`src/rtl/flash_status_consts.svh`:
```
// command codes, status bit positions and reset values of the status logic
// assumes inclusion by bare name from the package; the design modules see its macros through it
`ifndef FLASH_STATUS_CONSTS_SVH
`define FLASH_STATUS_CONSTS_SVH
`define CMD_READ_ARRAY 8'hFF
`define CMD_READ_STATUS 8'h70
`define CMD_CLEAR_STATUS 8'h50
`define CMD_PROGRAM 8'h40
`define CMD_ERASE 8'h20
`define CMD_ERASE_CONFIRM 8'hD0
`define SRD_READY_POS 7
`define SRD_ERASE_POS 5
`define SRD_PROG_POS 4
`define RST_READY 1'b1
`define RST_FAIL 1'b0
`define SRD_RSVD 8'h00
`endif

```
`src/rtl/flash_status_pkg.sv`:
```
// types shared by the status logic of the flash rewrite sequencer
// assumes the constants header sits in the include path
package flash_status_pkg;
`include "flash_status_consts.svh"
   // one cpu command bus cycle toward the sequencer
   typedef struct packed {
      logic wr;         // write strobe, one cycle
      logic rd;         // read strobe, one cycle
      logic even_rom;   // address is an even user rom address
      logic prot;       // addressed block is protected
      logic [15:0] data; // write data, upper byte ignored for commands
   } cmd_cycle_t;
   // command decoder state
   typedef enum logic [1:0] {
      st_idle = 2'b00,
      st_prog_wait = 2'b01,
      st_erase_wait = 2'b10
   } seq_state_t;
   // flag bundle with the mirror bits
   typedef struct packed {
      logic ready;
      logic erase_fail;
      logic prog_fail;
   } flags_t;
endpackage

```
`src/rtl/status_byte_reg.sv`:
```
// output register holding the assembled status byte
// assumes flags come from logic on the same clock
`timescale 1ns/1ps
module status_byte_reg
   import flash_status_pkg::*;
(
   input wire logic clock,
   input wire logic nrst,
   input wire flags_t flags,
   input wire logic suspend,
   output logic [7:0] flash_status_byte
);
   ////////////////////////////////////////////////////////////////////////
   // build the byte each cycle, reserved bits stay zero
   always_ff @(posedge clock or negedge nrst) begin
      if (!nrst) begin
         flash_status_byte <= 8'h80; // ready after reset, fails cleared
      end else begin
         flash_status_byte <= `SRD_RSVD; // RQ18
         flash_status_byte[`SRD_READY_POS] <= flags.ready & ~suspend; // RQ3
         flash_status_byte[`SRD_ERASE_POS] <= flags.erase_fail; // RQ3
         flash_status_byte[`SRD_PROG_POS] <= flags.prog_fail; // RQ3
      end
   end
   // reserved bits must never show a one
   a_rsvd_zero: assert property (@(posedge clock) disable iff (!nrst)
      (flash_status_byte & 8'h4F) == 8'h00) // RQ18
      else $error("reserved status bit set");
endmodule

```
`src/rtl/flash_status_error_report.sv`:
```
// status and error reporting of the flash rewrite sequencer
// assumes the cpu side drives one-cycle strobes on the system clock and the
// flash core returns a done pulse with a fail level at the end of an operation
`timescale 1ns/1ps
// Summary of operation
// (RQ1) busy while auto operation runs, ready after
// (RQ2) erase suspend reports sequence status busy
// (RQ3) status byte: ready bit7, erase bit5, program bit4
// (RQ4) control register mirrors the three status bits
// (RQ5) clear status zeroes both failure flags
// (RQ6) any failure flag blocks program and erase
// (RQ7) bad command sets both failure flags
// (RQ8) erase second cycle must be confirm or read-array
// (RQ9) protected block target gives sequence error; the code gives it only while no failure flag is set
// (RQ10) erase failure sets only erase flag
// (RQ11) program failure sets only program flag
// (RQ12) read-array in second cycle aborts command
// (RQ13) read status command makes reads return status
// (RQ14) after program/erase reads return status
// (RQ15) clear status is single write of 50h
// (RQ16) read status is write of 70h
// (RQ17) status read mode holds until read-array
// (RQ18) reserved bits zero, reset ready and cleared
module flash_status_error_report
   import flash_status_pkg::*;
(
   input wire logic clock,
   input wire logic nrst,
   input wire cmd_cycle_t cmd,
   input wire logic erase_write_mode_zero,
   input wire logic suspend,
   input wire logic op_done,
   input wire logic op_fail,
   input wire logic [15:0] array_data,
   output logic [15:0] rd_data,
   output logic rd_valid,
   output logic start_prog,
   output logic start_erase,
   output logic [15:0] prog_data,
   output logic [7:0] flash_ctl_reg_zero,
   output logic [7:0] flash_status_byte
);
   seq_state_t state; // two-cycle command tracking
   flags_t flags; // ready and failure flags
   logic busy_erase; // running operation is an erase
   logic status_mode; // reads return status byte
   logic [7:0] code; // low command byte
   logic wr_ok; // command write to even rom address
   logic blocked; // a failure flag is set
   logic seq_err; // command sequence error this cycle
   logic susp_q; // suspend aligned to the byte register
   assign code = cmd.data[7:0]; // RQ15
   assign wr_ok = cmd.wr & cmd.even_rom;
   assign blocked = flags.erase_fail | flags.prog_fail;
   ////////////////////////////////////////////////////////////////////////
   // sequence error: wrong erase confirm, protected target, unknown code
   always_comb begin
      seq_err = 1'b0;
      if (wr_ok && flags.ready) begin
         case (state)
            st_erase_wait: begin
               if (code != `CMD_ERASE_CONFIRM && code != `CMD_READ_ARRAY)
                  seq_err = 1'b1; // RQ8
               else if (code == `CMD_ERASE_CONFIRM && cmd.prot && !blocked)
                  seq_err = 1'b1; // RQ9
            end
            st_prog_wait: begin
               if (cmd.prot && !blocked && code != `CMD_READ_ARRAY)
                  seq_err = 1'b1; // RQ9
            end
            st_idle: begin
               case (code)
                  `CMD_READ_ARRAY, `CMD_READ_STATUS, `CMD_CLEAR_STATUS,
                  `CMD_PROGRAM, `CMD_ERASE: seq_err = 1'b0;
                  default: seq_err = 1'b1; // RQ7
               endcase
            end
            default: seq_err = 1'b0;
         endcase
      end
   end
   ////////////////////////////////////////////////////////////////////////
   // command state and operation start
   always_ff @(posedge clock or negedge nrst) begin
      if (!nrst) begin
         state <= st_idle;
         start_prog <= 1'b0;
         start_erase <= 1'b0;
         prog_data <= 16'h0000;
      end else begin
         start_prog <= 1'b0;
         start_erase <= 1'b0;
         // writes while busy are ignored, the core owns the array then
         if (wr_ok && flags.ready) begin
            case (state)
               st_idle: begin
                  if (code == `CMD_PROGRAM)
                     state <= st_prog_wait;
                  else if (code == `CMD_ERASE)
                     state <= st_erase_wait;
               end
               st_prog_wait: begin
                  state <= st_idle;
                  // a read-array code here would be ambiguous with data;
                  // it is taken as an abort, the safe reading
                  if (code != `CMD_READ_ARRAY && !blocked && !seq_err) begin
                     start_prog <= 1'b1; // RQ6
                     prog_data <= cmd.data;
                  end
               end
               st_erase_wait: begin
                  state <= st_idle; // RQ12
                  if (code == `CMD_ERASE_CONFIRM && !blocked && !seq_err)
                     start_erase <= 1'b1; // RQ6
               end
               default: state <= st_idle;
            endcase
         end
      end
   end
   ////////////////////////////////////////////////////////////////////////
   // ready flag and kind of running operation
   always_ff @(posedge clock or negedge nrst) begin
      if (!nrst) begin
         flags.ready <= `RST_READY; // RQ18
         busy_erase <= 1'b0;
      end else if (start_prog || start_erase) begin
         flags.ready <= 1'b0; // RQ1
         busy_erase <= start_erase;
      end else if (op_done && !flags.ready) begin
         flags.ready <= 1'b1; // RQ1
      end
   end
   ////////////////////////////////////////////////////////////////////////
   // failure flags; a setting event wins over a clear in the same cycle
   always_ff @(posedge clock or negedge nrst) begin
      if (!nrst) begin
         flags.erase_fail <= `RST_FAIL; // RQ18
         flags.prog_fail <= `RST_FAIL;
      end else if (seq_err) begin
         flags.erase_fail <= 1'b1; // RQ7
         flags.prog_fail <= 1'b1;
      end else if (op_done && !flags.ready && op_fail) begin
         if (busy_erase)
            flags.erase_fail <= 1'b1; // RQ10
         else
            flags.prog_fail <= 1'b1; // RQ11
      end else if (wr_ok && flags.ready && state == st_idle &&
                   code == `CMD_CLEAR_STATUS) begin
         flags.erase_fail <= 1'b0; // RQ5
         flags.prog_fail <= 1'b0;
      end
   end
   ////////////////////////////////////////////////////////////////////////
   // read status mode, left only by read-array
   always_ff @(posedge clock or negedge nrst) begin
      if (!nrst) begin
         status_mode <= 1'b0;
      end else if (wr_ok && flags.ready && erase_write_mode_zero) begin
         if (code == `CMD_READ_ARRAY)
            status_mode <= 1'b0; // RQ17
         else if (state == st_idle && code == `CMD_READ_STATUS)
            status_mode <= 1'b1; // RQ16
         else if (state != st_idle)
            status_mode <= 1'b1; // RQ14
      end
   end
   ////////////////////////////////////////////////////////////////////////
   // cpu read data: status byte on even rom address in status mode
   always_ff @(posedge clock or negedge nrst) begin
      if (!nrst) begin
         rd_data <= 16'h0000;
         rd_valid <= 1'b0;
      end else begin
         rd_valid <= cmd.rd;
         if (cmd.rd && cmd.even_rom && status_mode)
            rd_data <= {8'h00, flash_status_byte}; // RQ13
         else if (cmd.rd)
            rd_data <= array_data;
      end
   end
   ////////////////////////////////////////////////////////////////////////
   // control register mirror, same timing as the status byte
   always_ff @(posedge clock or negedge nrst) begin
      if (!nrst) begin
         flash_ctl_reg_zero <= 8'h01;
         susp_q <= 1'b0;
      end else begin
         susp_q <= suspend;
         flash_ctl_reg_zero <= {flags.erase_fail, flags.prog_fail, 5'h00,
                                flags.ready & ~suspend}; // RQ4 RQ2
      end
   end
   status_byte_reg u_status (
      .clock(clock),
      .nrst(nrst),
      .flags(flags),
      .suspend(suspend),
      .flash_status_byte(flash_status_byte)
   );
   ////////////////////////////////////////////////////////////////////////
   a_mirror_match: assert property (@(posedge clock) disable iff (!nrst)
      flash_ctl_reg_zero[0] == flash_status_byte[7] &&
      flash_ctl_reg_zero[7] == flash_status_byte[5] &&
      flash_ctl_reg_zero[6] == flash_status_byte[4]) // RQ4
      else $error("mirror differs from status byte");
   a_busy_start: assert property (@(posedge clock) disable iff (!nrst)
      (start_prog || start_erase) |=> !flags.ready) // RQ1
      else $error("not busy after start");
   a_suspend_busy: assert property (@(posedge clock) disable iff (!nrst)
      suspend |=> !flash_status_byte[7]) // RQ2
      else $error("ready shown in suspend");
   a_block_start: assert property (@(posedge clock) disable iff (!nrst)
      blocked |=> !(start_prog || start_erase)) // RQ6
      else $error("start while failure flag set");
   a_seq_err_both: assert property (@(posedge clock) disable iff (!nrst)
      seq_err |=> flags.erase_fail && flags.prog_fail) // RQ7
      else $error("sequence error not flagged");
   a_clear_fail: assert property (@(posedge clock) disable iff (!nrst)
      (wr_ok && flags.ready && state == st_idle &&
       code == `CMD_CLEAR_STATUS) |=> !flags.erase_fail && !flags.prog_fail)
      // RQ5
      else $error("clear status failed");
   a_erase_fail: assert property (@(posedge clock) disable iff (!nrst)
      (op_done && !flags.ready && op_fail && busy_erase && !seq_err)
      |=> flags.erase_fail && flags.ready) // RQ10
      else $error("erase failure not recorded");
   a_abort_array: assert property (@(posedge clock) disable iff (!nrst)
      (wr_ok && flags.ready && state == st_erase_wait &&
       code == `CMD_READ_ARRAY) |=> state == st_idle && !start_erase) // RQ12
      else $error("read-array did not abort");
   a_status_read: assert property (@(posedge clock) disable iff (!nrst)
      (cmd.rd && cmd.even_rom && status_mode) |=>
      rd_data[7:0] == $past(flash_status_byte)) // RQ13
      else $error("status byte not returned");
   c_prog: cover property (@(posedge clock) disable iff (!nrst) start_prog);
   c_erase: cover property (@(posedge clock) disable iff (!nrst)
      start_erase ##[1:50] op_done);
   c_seq_err: cover property (@(posedge clock) disable iff (!nrst) seq_err);
endmodule

```
`config.mk`:
```
export PLATFORM = sky130hd
export DESIGN_NAME = flash_status_error_report
export DESIGN_NICKNAME = d
export VERILOG_FILES = /design/src/rtl/flash_status_pkg.sv /design/src/rtl/status_byte_reg.sv /design/src/rtl/flash_status_error_report.sv
export VERILOG_INCLUDE_DIRS = /design/src /design/src/rtl
export SDC_FILE = /design/constraint.sdc
export NUM_CORES = 1
export LEC_CHECK = 0
export ABC_AREA = 1
export BUFFER_PORTS_ARGS = -buffer_cell sky130_fd_sc_hd__buf_2
export CAP_MARGIN = 20
export CORE_ASPECT_RATIO = 0.75
export CORE_UTILIZATION = 48
export CTS_CLUSTER_DIAMETER = 150
export CTS_CLUSTER_SIZE = 10
export DETAILED_ROUTE_END_ITERATION = 8
export PLACE_DENSITY = 0.8
export SETUP_SLACK_MARGIN = 0.4
export SLEW_MARGIN = 20
export SYNTH_ARGS = -nofsm -noshare
export SYNTH_HDL_FRONTEND = slang
export SYNTH_HIERARCHICAL = 1
export SYNTH_SLANG_ARGS = --single-unit
```
`constraint.sdc`:
```
create_clock -name clock -period 1.92 [get_ports clock]
set_clock_uncertainty 0.2 [all_clocks]
set_input_delay 0.096 -clock clock [delete_from_list [all_inputs] [get_ports clock]]
set_output_delay 0.096 -clock clock [all_outputs]
set_load 0.1 [all_outputs]
```
## Word level (Yosys, flattened, before mapping)

Index checks and enable logic that the tools add are counted.

- Equality and inequality tests: 13
- Bitwise operators: 4
- Multiplexer cells: 27
- Reductions and logical operators: 34

Operators by type and width:

| cell | number |
|---|---|
| 2-to-1 mux 16 bit | 2 |
| == test 8 x 7 -> 1 bit, second input constant | 3 |
| logical AND 1 bit | 18 |
| 2-to-1 mux 1 bit | 18 |
| == test 8 bit, second input constant | 2 |
| inequality test 8 bit, second input constant | 2 |
| 2-to-1 mux 2 bit | 6 |
| inequality test 3 bit, second input constant | 3 |
| == test 8 x 6 -> 1 bit, second input constant | 1 |
| AND reduction 2 bit | 4 |
| nonzero test 2 bit | 3 |
| nonzero test 3 bit | 2 |
| OR reduction 5 bit | 1 |
| logical NOT 1 bit | 3 |
| one-hot mux 1 bit (3 select lines) | 1 |
| AND reduction 3 bit | 1 |
| AND 1 bit | 2 |
| == test 2 x 1 -> 1 bit, second input constant | 1 |
| == test 2 bit, second input constant | 1 |
| logical NOT 2 bit | 1 |
| logical OR 1 bit | 1 |
| NOT 1 bit | 1 |
| OR 1 bit | 1 |

- Flip-flop bits (word level): 48
- Word-level logic and storage cells: 91

## Longest topological paths before layout

- Depth in word-level cells: 12
- Gate-level depth with buffers: 12
- Mapped depth without buffers: 11

## By module

Netlist, hierarchy kept.

By module, submodules not included:

| module | seq. area each (um2) | area each (um2) | instances | cells each |
|---|---|---|---|---|
| flash_status_error_report | 1128.6 | 2169.6 | 1 | 257 |
| status_byte_reg | 76.3 | 127.6 | 1 | 11 |

## Worst setup path after synthesis

Ideal clock, no wire load.

- Path type: flip-flop to flip-flop
- Start point: reg, netlist name flags[0]
- End point: reg prog_data[0]
- Cell stages (with the launch flop): 11
- Library setup time: 0.067 ns
- Arrival: 1.429 ns
- Required time: 1.653 ns
- Path slack: 0.224 ns
- Period minus slack after synthesis: 1.696 ns
- Cell sequence: dfrtp_1 -> nor2_2 -> nand3_1 -> a21oi_4 -> nand2_2 -> inv_2 -> nor2_4 -> nand4_4 -> buf_6 -> nand2_1 -> nand2_1

- Longest elaborated chain between the ends: 10
- Elaborated cells on any way between the ends: 14
- Classes of those cells: mux (5); bitwise (1); reduce/logical (8)

Ends and longest elaborated chain:

| what | line | RTL |
|---|---|---|
| OR 1 bit (*) | flash_status_error_report.sv:54 | `assign blocked = flags.erase_fail \| flags.prog_fail;` |
| logical NOT 1 bit (*) | flash_status_error_report.sv:64, flash_status_error_report.sv:68, flash_status_error_report.sv:106 |  |
| logical AND 1 bit, on equally long branches | flash_status_error_report.sv:64, flash_status_error_report.sv:68 |  |
| 2-to-1 mux 1 bit / logical AND 1 bit (equally long branches) | -- |  |
| 2-to-1 mux 1 bit, on equally long branches | flash_status_error_report.sv:62, flash_status_error_report.sv:68 |  |
| one-hot mux 1 bit (3 select lines) | flash_status_error_report.sv:60 | `case (state)` |
| 2-to-1 mux 1 bit | flash_status_error_report.sv:59 | `if (wr_ok && flags.ready) begin` |
| logical NOT 1 bit | flash_status_error_report.sv:106 | `` if (code != `CMD_READ_ARRAY && !blocked && !seq_err) begin `` |
| logical AND 1 bit (*) | flash_status_error_report.sv:106 |  |
| AND reduction 3 bit (no source line) (*) | -- |  |
| to (signal assigned) | flash_status_error_report.sv:108 | `prog_data <= cmd.data;` |
| to (decl) | flash_status_error_report.sv:39 | `output logic [15:0] prog_data,` |

Mark *: on every way between the ends. The rest lies on a longest branch, timed or not.
A chain may end at the register's enable or synchronous reset.

## Worst setup path after layout

- Start point: reg state[1]
- End point: reg prog_data[10]

- Longest elaborated chain between the ends: 6
- Elaborated cells on any way between the ends: 8
- Classes of those cells: eq/ne (2); mux (2); reduce/logical (4)

Ends and longest elaborated chain:

| what | line | RTL |
|---|---|---|
| from (decl) | flash_status_error_report.sv:43 | `seq_state_t state;` |
| from (signal assigned) | flash_status_error_report.sv:86 | `state <= st_idle;` |
| from (signal assigned) | flash_status_error_report.sv:98 | `state <= st_prog_wait;` |
| from (signal assigned) | flash_status_error_report.sv:100 | `state <= st_erase_wait;` |
| == test 2 x 1 -> 1 bit, or another cell as far along | flash_status_error_report.sv:60, flash_status_error_report.sv:95 |  |
| one-hot mux 1 bit (3 select lines) | flash_status_error_report.sv:60 |  |
| 2-to-1 mux 1 bit | flash_status_error_report.sv:59 |  |
| logical NOT 1 bit | flash_status_error_report.sv:106 |  |
| logical AND 1 bit | flash_status_error_report.sv:106 |  |
| AND reduction 3 bit (no source line) (*) | -- |  |

Marked as above.

==> results.toml <==
[outcome]
status = "completed"

[global_route]
grt_pass1_vias = 2168
grt_start_max_net_pins = 49
grt_pass1_wl_um = 10100
grt_use_total = 0.270
antenna_found_initial = 0
gr-total-overflow = 0

[route]
drt-initial-drc-count = 182
vias = 2386
via_per_inst = 5.19
totalWireLength_um = 7070
drtAntennaViolNets = 0
detail_route.first_pass.iterations = 4
wl_per_cell_um = 15.4
drc_errors = 0

[timing]
fmax_mhz = 576
drv_slew = 0
finalHoldViolations = 0
finalSetupTns_ns = 0
finalCriticalPeriod_ns = 1.74
rsz0062_at_grt = "yes"
setup_violations = 0
finalCritPeriodShare = 0.904

[cells_and_area]
nNetsFinal = 444
final_cell_count_no_fill = 460
area_delta_synth_final_pct = 49.6
drive_gt1_frac = 0.362
insertedDiodeCount = 0
utilization = 0.761

[synthesis]
synth_top_area_frac = 0.490
synth_commonest_cells = "nand2_1, dfrtp_1, nor2_1, o21ai_0"
synth_top_area_cell = "dfrtp_1"
yosysWarnings = 6
ys_seq_area_frac = 0.525
syn_inst = 268
synth_area_leaders = "dfrtp_1, nand2_1, nand4_1"
synth_edf_count = 0
synthFlopType = "dfrtp_1"
synth_most_common_cell = "nand2_1"
netlist_area_sq_um = 2300
avgSynthCellArea_sq_um = 8.57
synth_seq_cells = 48
synth-async-reset-ratio = 1.00
yosysUniqueCellTypes = 28

[placed_design]
gp_congestion = 0.910
dp_cells = 401
portBuffers = 82
hpwl_um = 3900

[floorplanning]
start_util = 0.508
die_w_um = 81.9
boundaryPins = 93
rows = 21
core-area_sq_um = 4520
fp.dieH_um = 61.9
dieArea_sq_um = 5070

[worst_setup_path]
max_stage_delay_ns = 0.43
arrival_ns = 1.73
slowest_stage = "dfrtp_1"
critical_path.max_fanout = 8
crit_top_cell = "nand2_2"
crit_chain = "inv_1 -> nand3_2 -> a21oi_4 -> nand2_2 -> inv_2 -> nor2_4 -> nand4_4 -> nand2_2 -> nand2_1"
crit_path_end_kind = "register"
critPathRequiredTime_ns = 1.91
startpoint_type = "register"
crit_type = "reg -> reg"

[clock_network]
cts_buffer_depth = 2
cts_tree = "built"
cts.sinks = 48
cts-root-buf = "clkbuf_8"
numCtsBuffers = 5
cts_max_level = 2
clock_latency_ns = 0.30
clk_pin_slew_ns = 0.10

[power_and_ir_drop]
power_density_nw_per_um2 = 870
vdd_ir_drop_max_v = 0.000618
p_leak_nw = 1.83

[worst_hold_path]
holdCritPathClass = "in -> reg"

[flow_run]
maxCapViolCount = 0
## layout by cell type, fill, tap and decap left out, types with 12 or more instances in the layout
| cell type | n |
|---|---|
| buf_2 | 81 |
| nand2_1 | 75 |
| dfrtp_1 | 42 |
| dlygate4sd3_1 | 38 |
| nor2_1 | 22 |
| nand4_1 | 18 |
| o21ai_0 | 18 |
| inv_1 | 16 |
| buf_4 | 13 |
| nand3_1 | 12 |
## routing by layer
| metal | vias to the layer above | part of all wire | GRT usage |
|---|---|---|---|
| met5 | - | 0 | 0 |
| met4 | 0 | 0.0068 | 0.0652 |
| met3 | 7 | 0.097 | 0.0701 |
| met2 | 148 | 0.49 | 0.478 |
| met1 | 1107 | 0.40 | 0.334 |
| li1 | 1124 | - | - |
## layout make-up
type                       count  area, sq um
clock buffer                   6         82.6
clock inverter                 2         13.8
fill                         277         1080
inverter                      20         82.6
multi-input combinational    193         1060
sequential                    48         1210
tap                           57         71.3
timing repair buffer         134          915
## metrics by stage
step | power [mW] | area, sq um | hold slack (ns) | setup slack (ns)
after CTS | 2.88 | 3320 | 0.00175 | 0.253
after global placement | 2.09 | 2740 | -0.0997 | 0.247
after floorplan | 1.93 | 2330 | -0.400 | 0.239
after global routing | 3.11 | 3440 | 0.0260 | 0.0976
final | 2.99 | 3440 | 0.0109 | 0.184
after detailed placement | 2.10 | 2740 | -0.102 | 0.166
## logic make-up after synthesis
kind of cell / after synthesis / share of synthesized area
other cells: 2 / 0.00327
compound gates: 26 / 0.0686
simple gates: 153 / 0.316
flops: 48 / 0.525
buf+inv: 39 / 0.0877
## critical path, delay by kind of cell (launching register included)
family | cells | cell delay [ns]
AOI/OAI and AO/OA | 1 | 0.05
buffers and inverters | 2 | 0.14
DFF | 1 | 0.43
and+or+nand+nor | 6 | 0.81
## state kept, by name (all words and copies together) (netlist names)
signal and count:
prog_data 16, rd_data 16, flags 3, flash_ctl_reg_zero 3, u_status/flash_status_byte 3, state 2, busy_erase 1, rd_valid 1
start_erase 1, start_prog 1, status_mode 1
## worst paths after layout
check,from,to,slack (ns),depth (start not counted)
worst min register to register,start_prog,flags[2],0.23,1
worst min-delay path,cmd[18],rd_data[11],0.01,3
min in group asynchronous,nrst,prog_data[5],0.14,3
worst max-delay path,state[1],prog_data[10],0.18,9
worst max register to register,state[1],prog_data[10],0.18,9
max in group asynchronous,nrst,u_status/flash_status_byte[7],1.09,3
## power breakdown
group | switching, mW | internal (mW)
registers | 0.0589 | 1.08
logic | 0.925 | 0.276
clock network | 0.350 | 0.295
total | 1.33 | 1.66
## what timing repair did
action,4_1_cts,5_1_grt
pin swaps,5,7
endpoints found under the setup margin,23,30
gates resized for setup,10,20
hold endpoints to repair,85,0
setup buffers,3,5
hold buffers,38,0
cloned,5,0
Power figures use the tool's default switching activity.
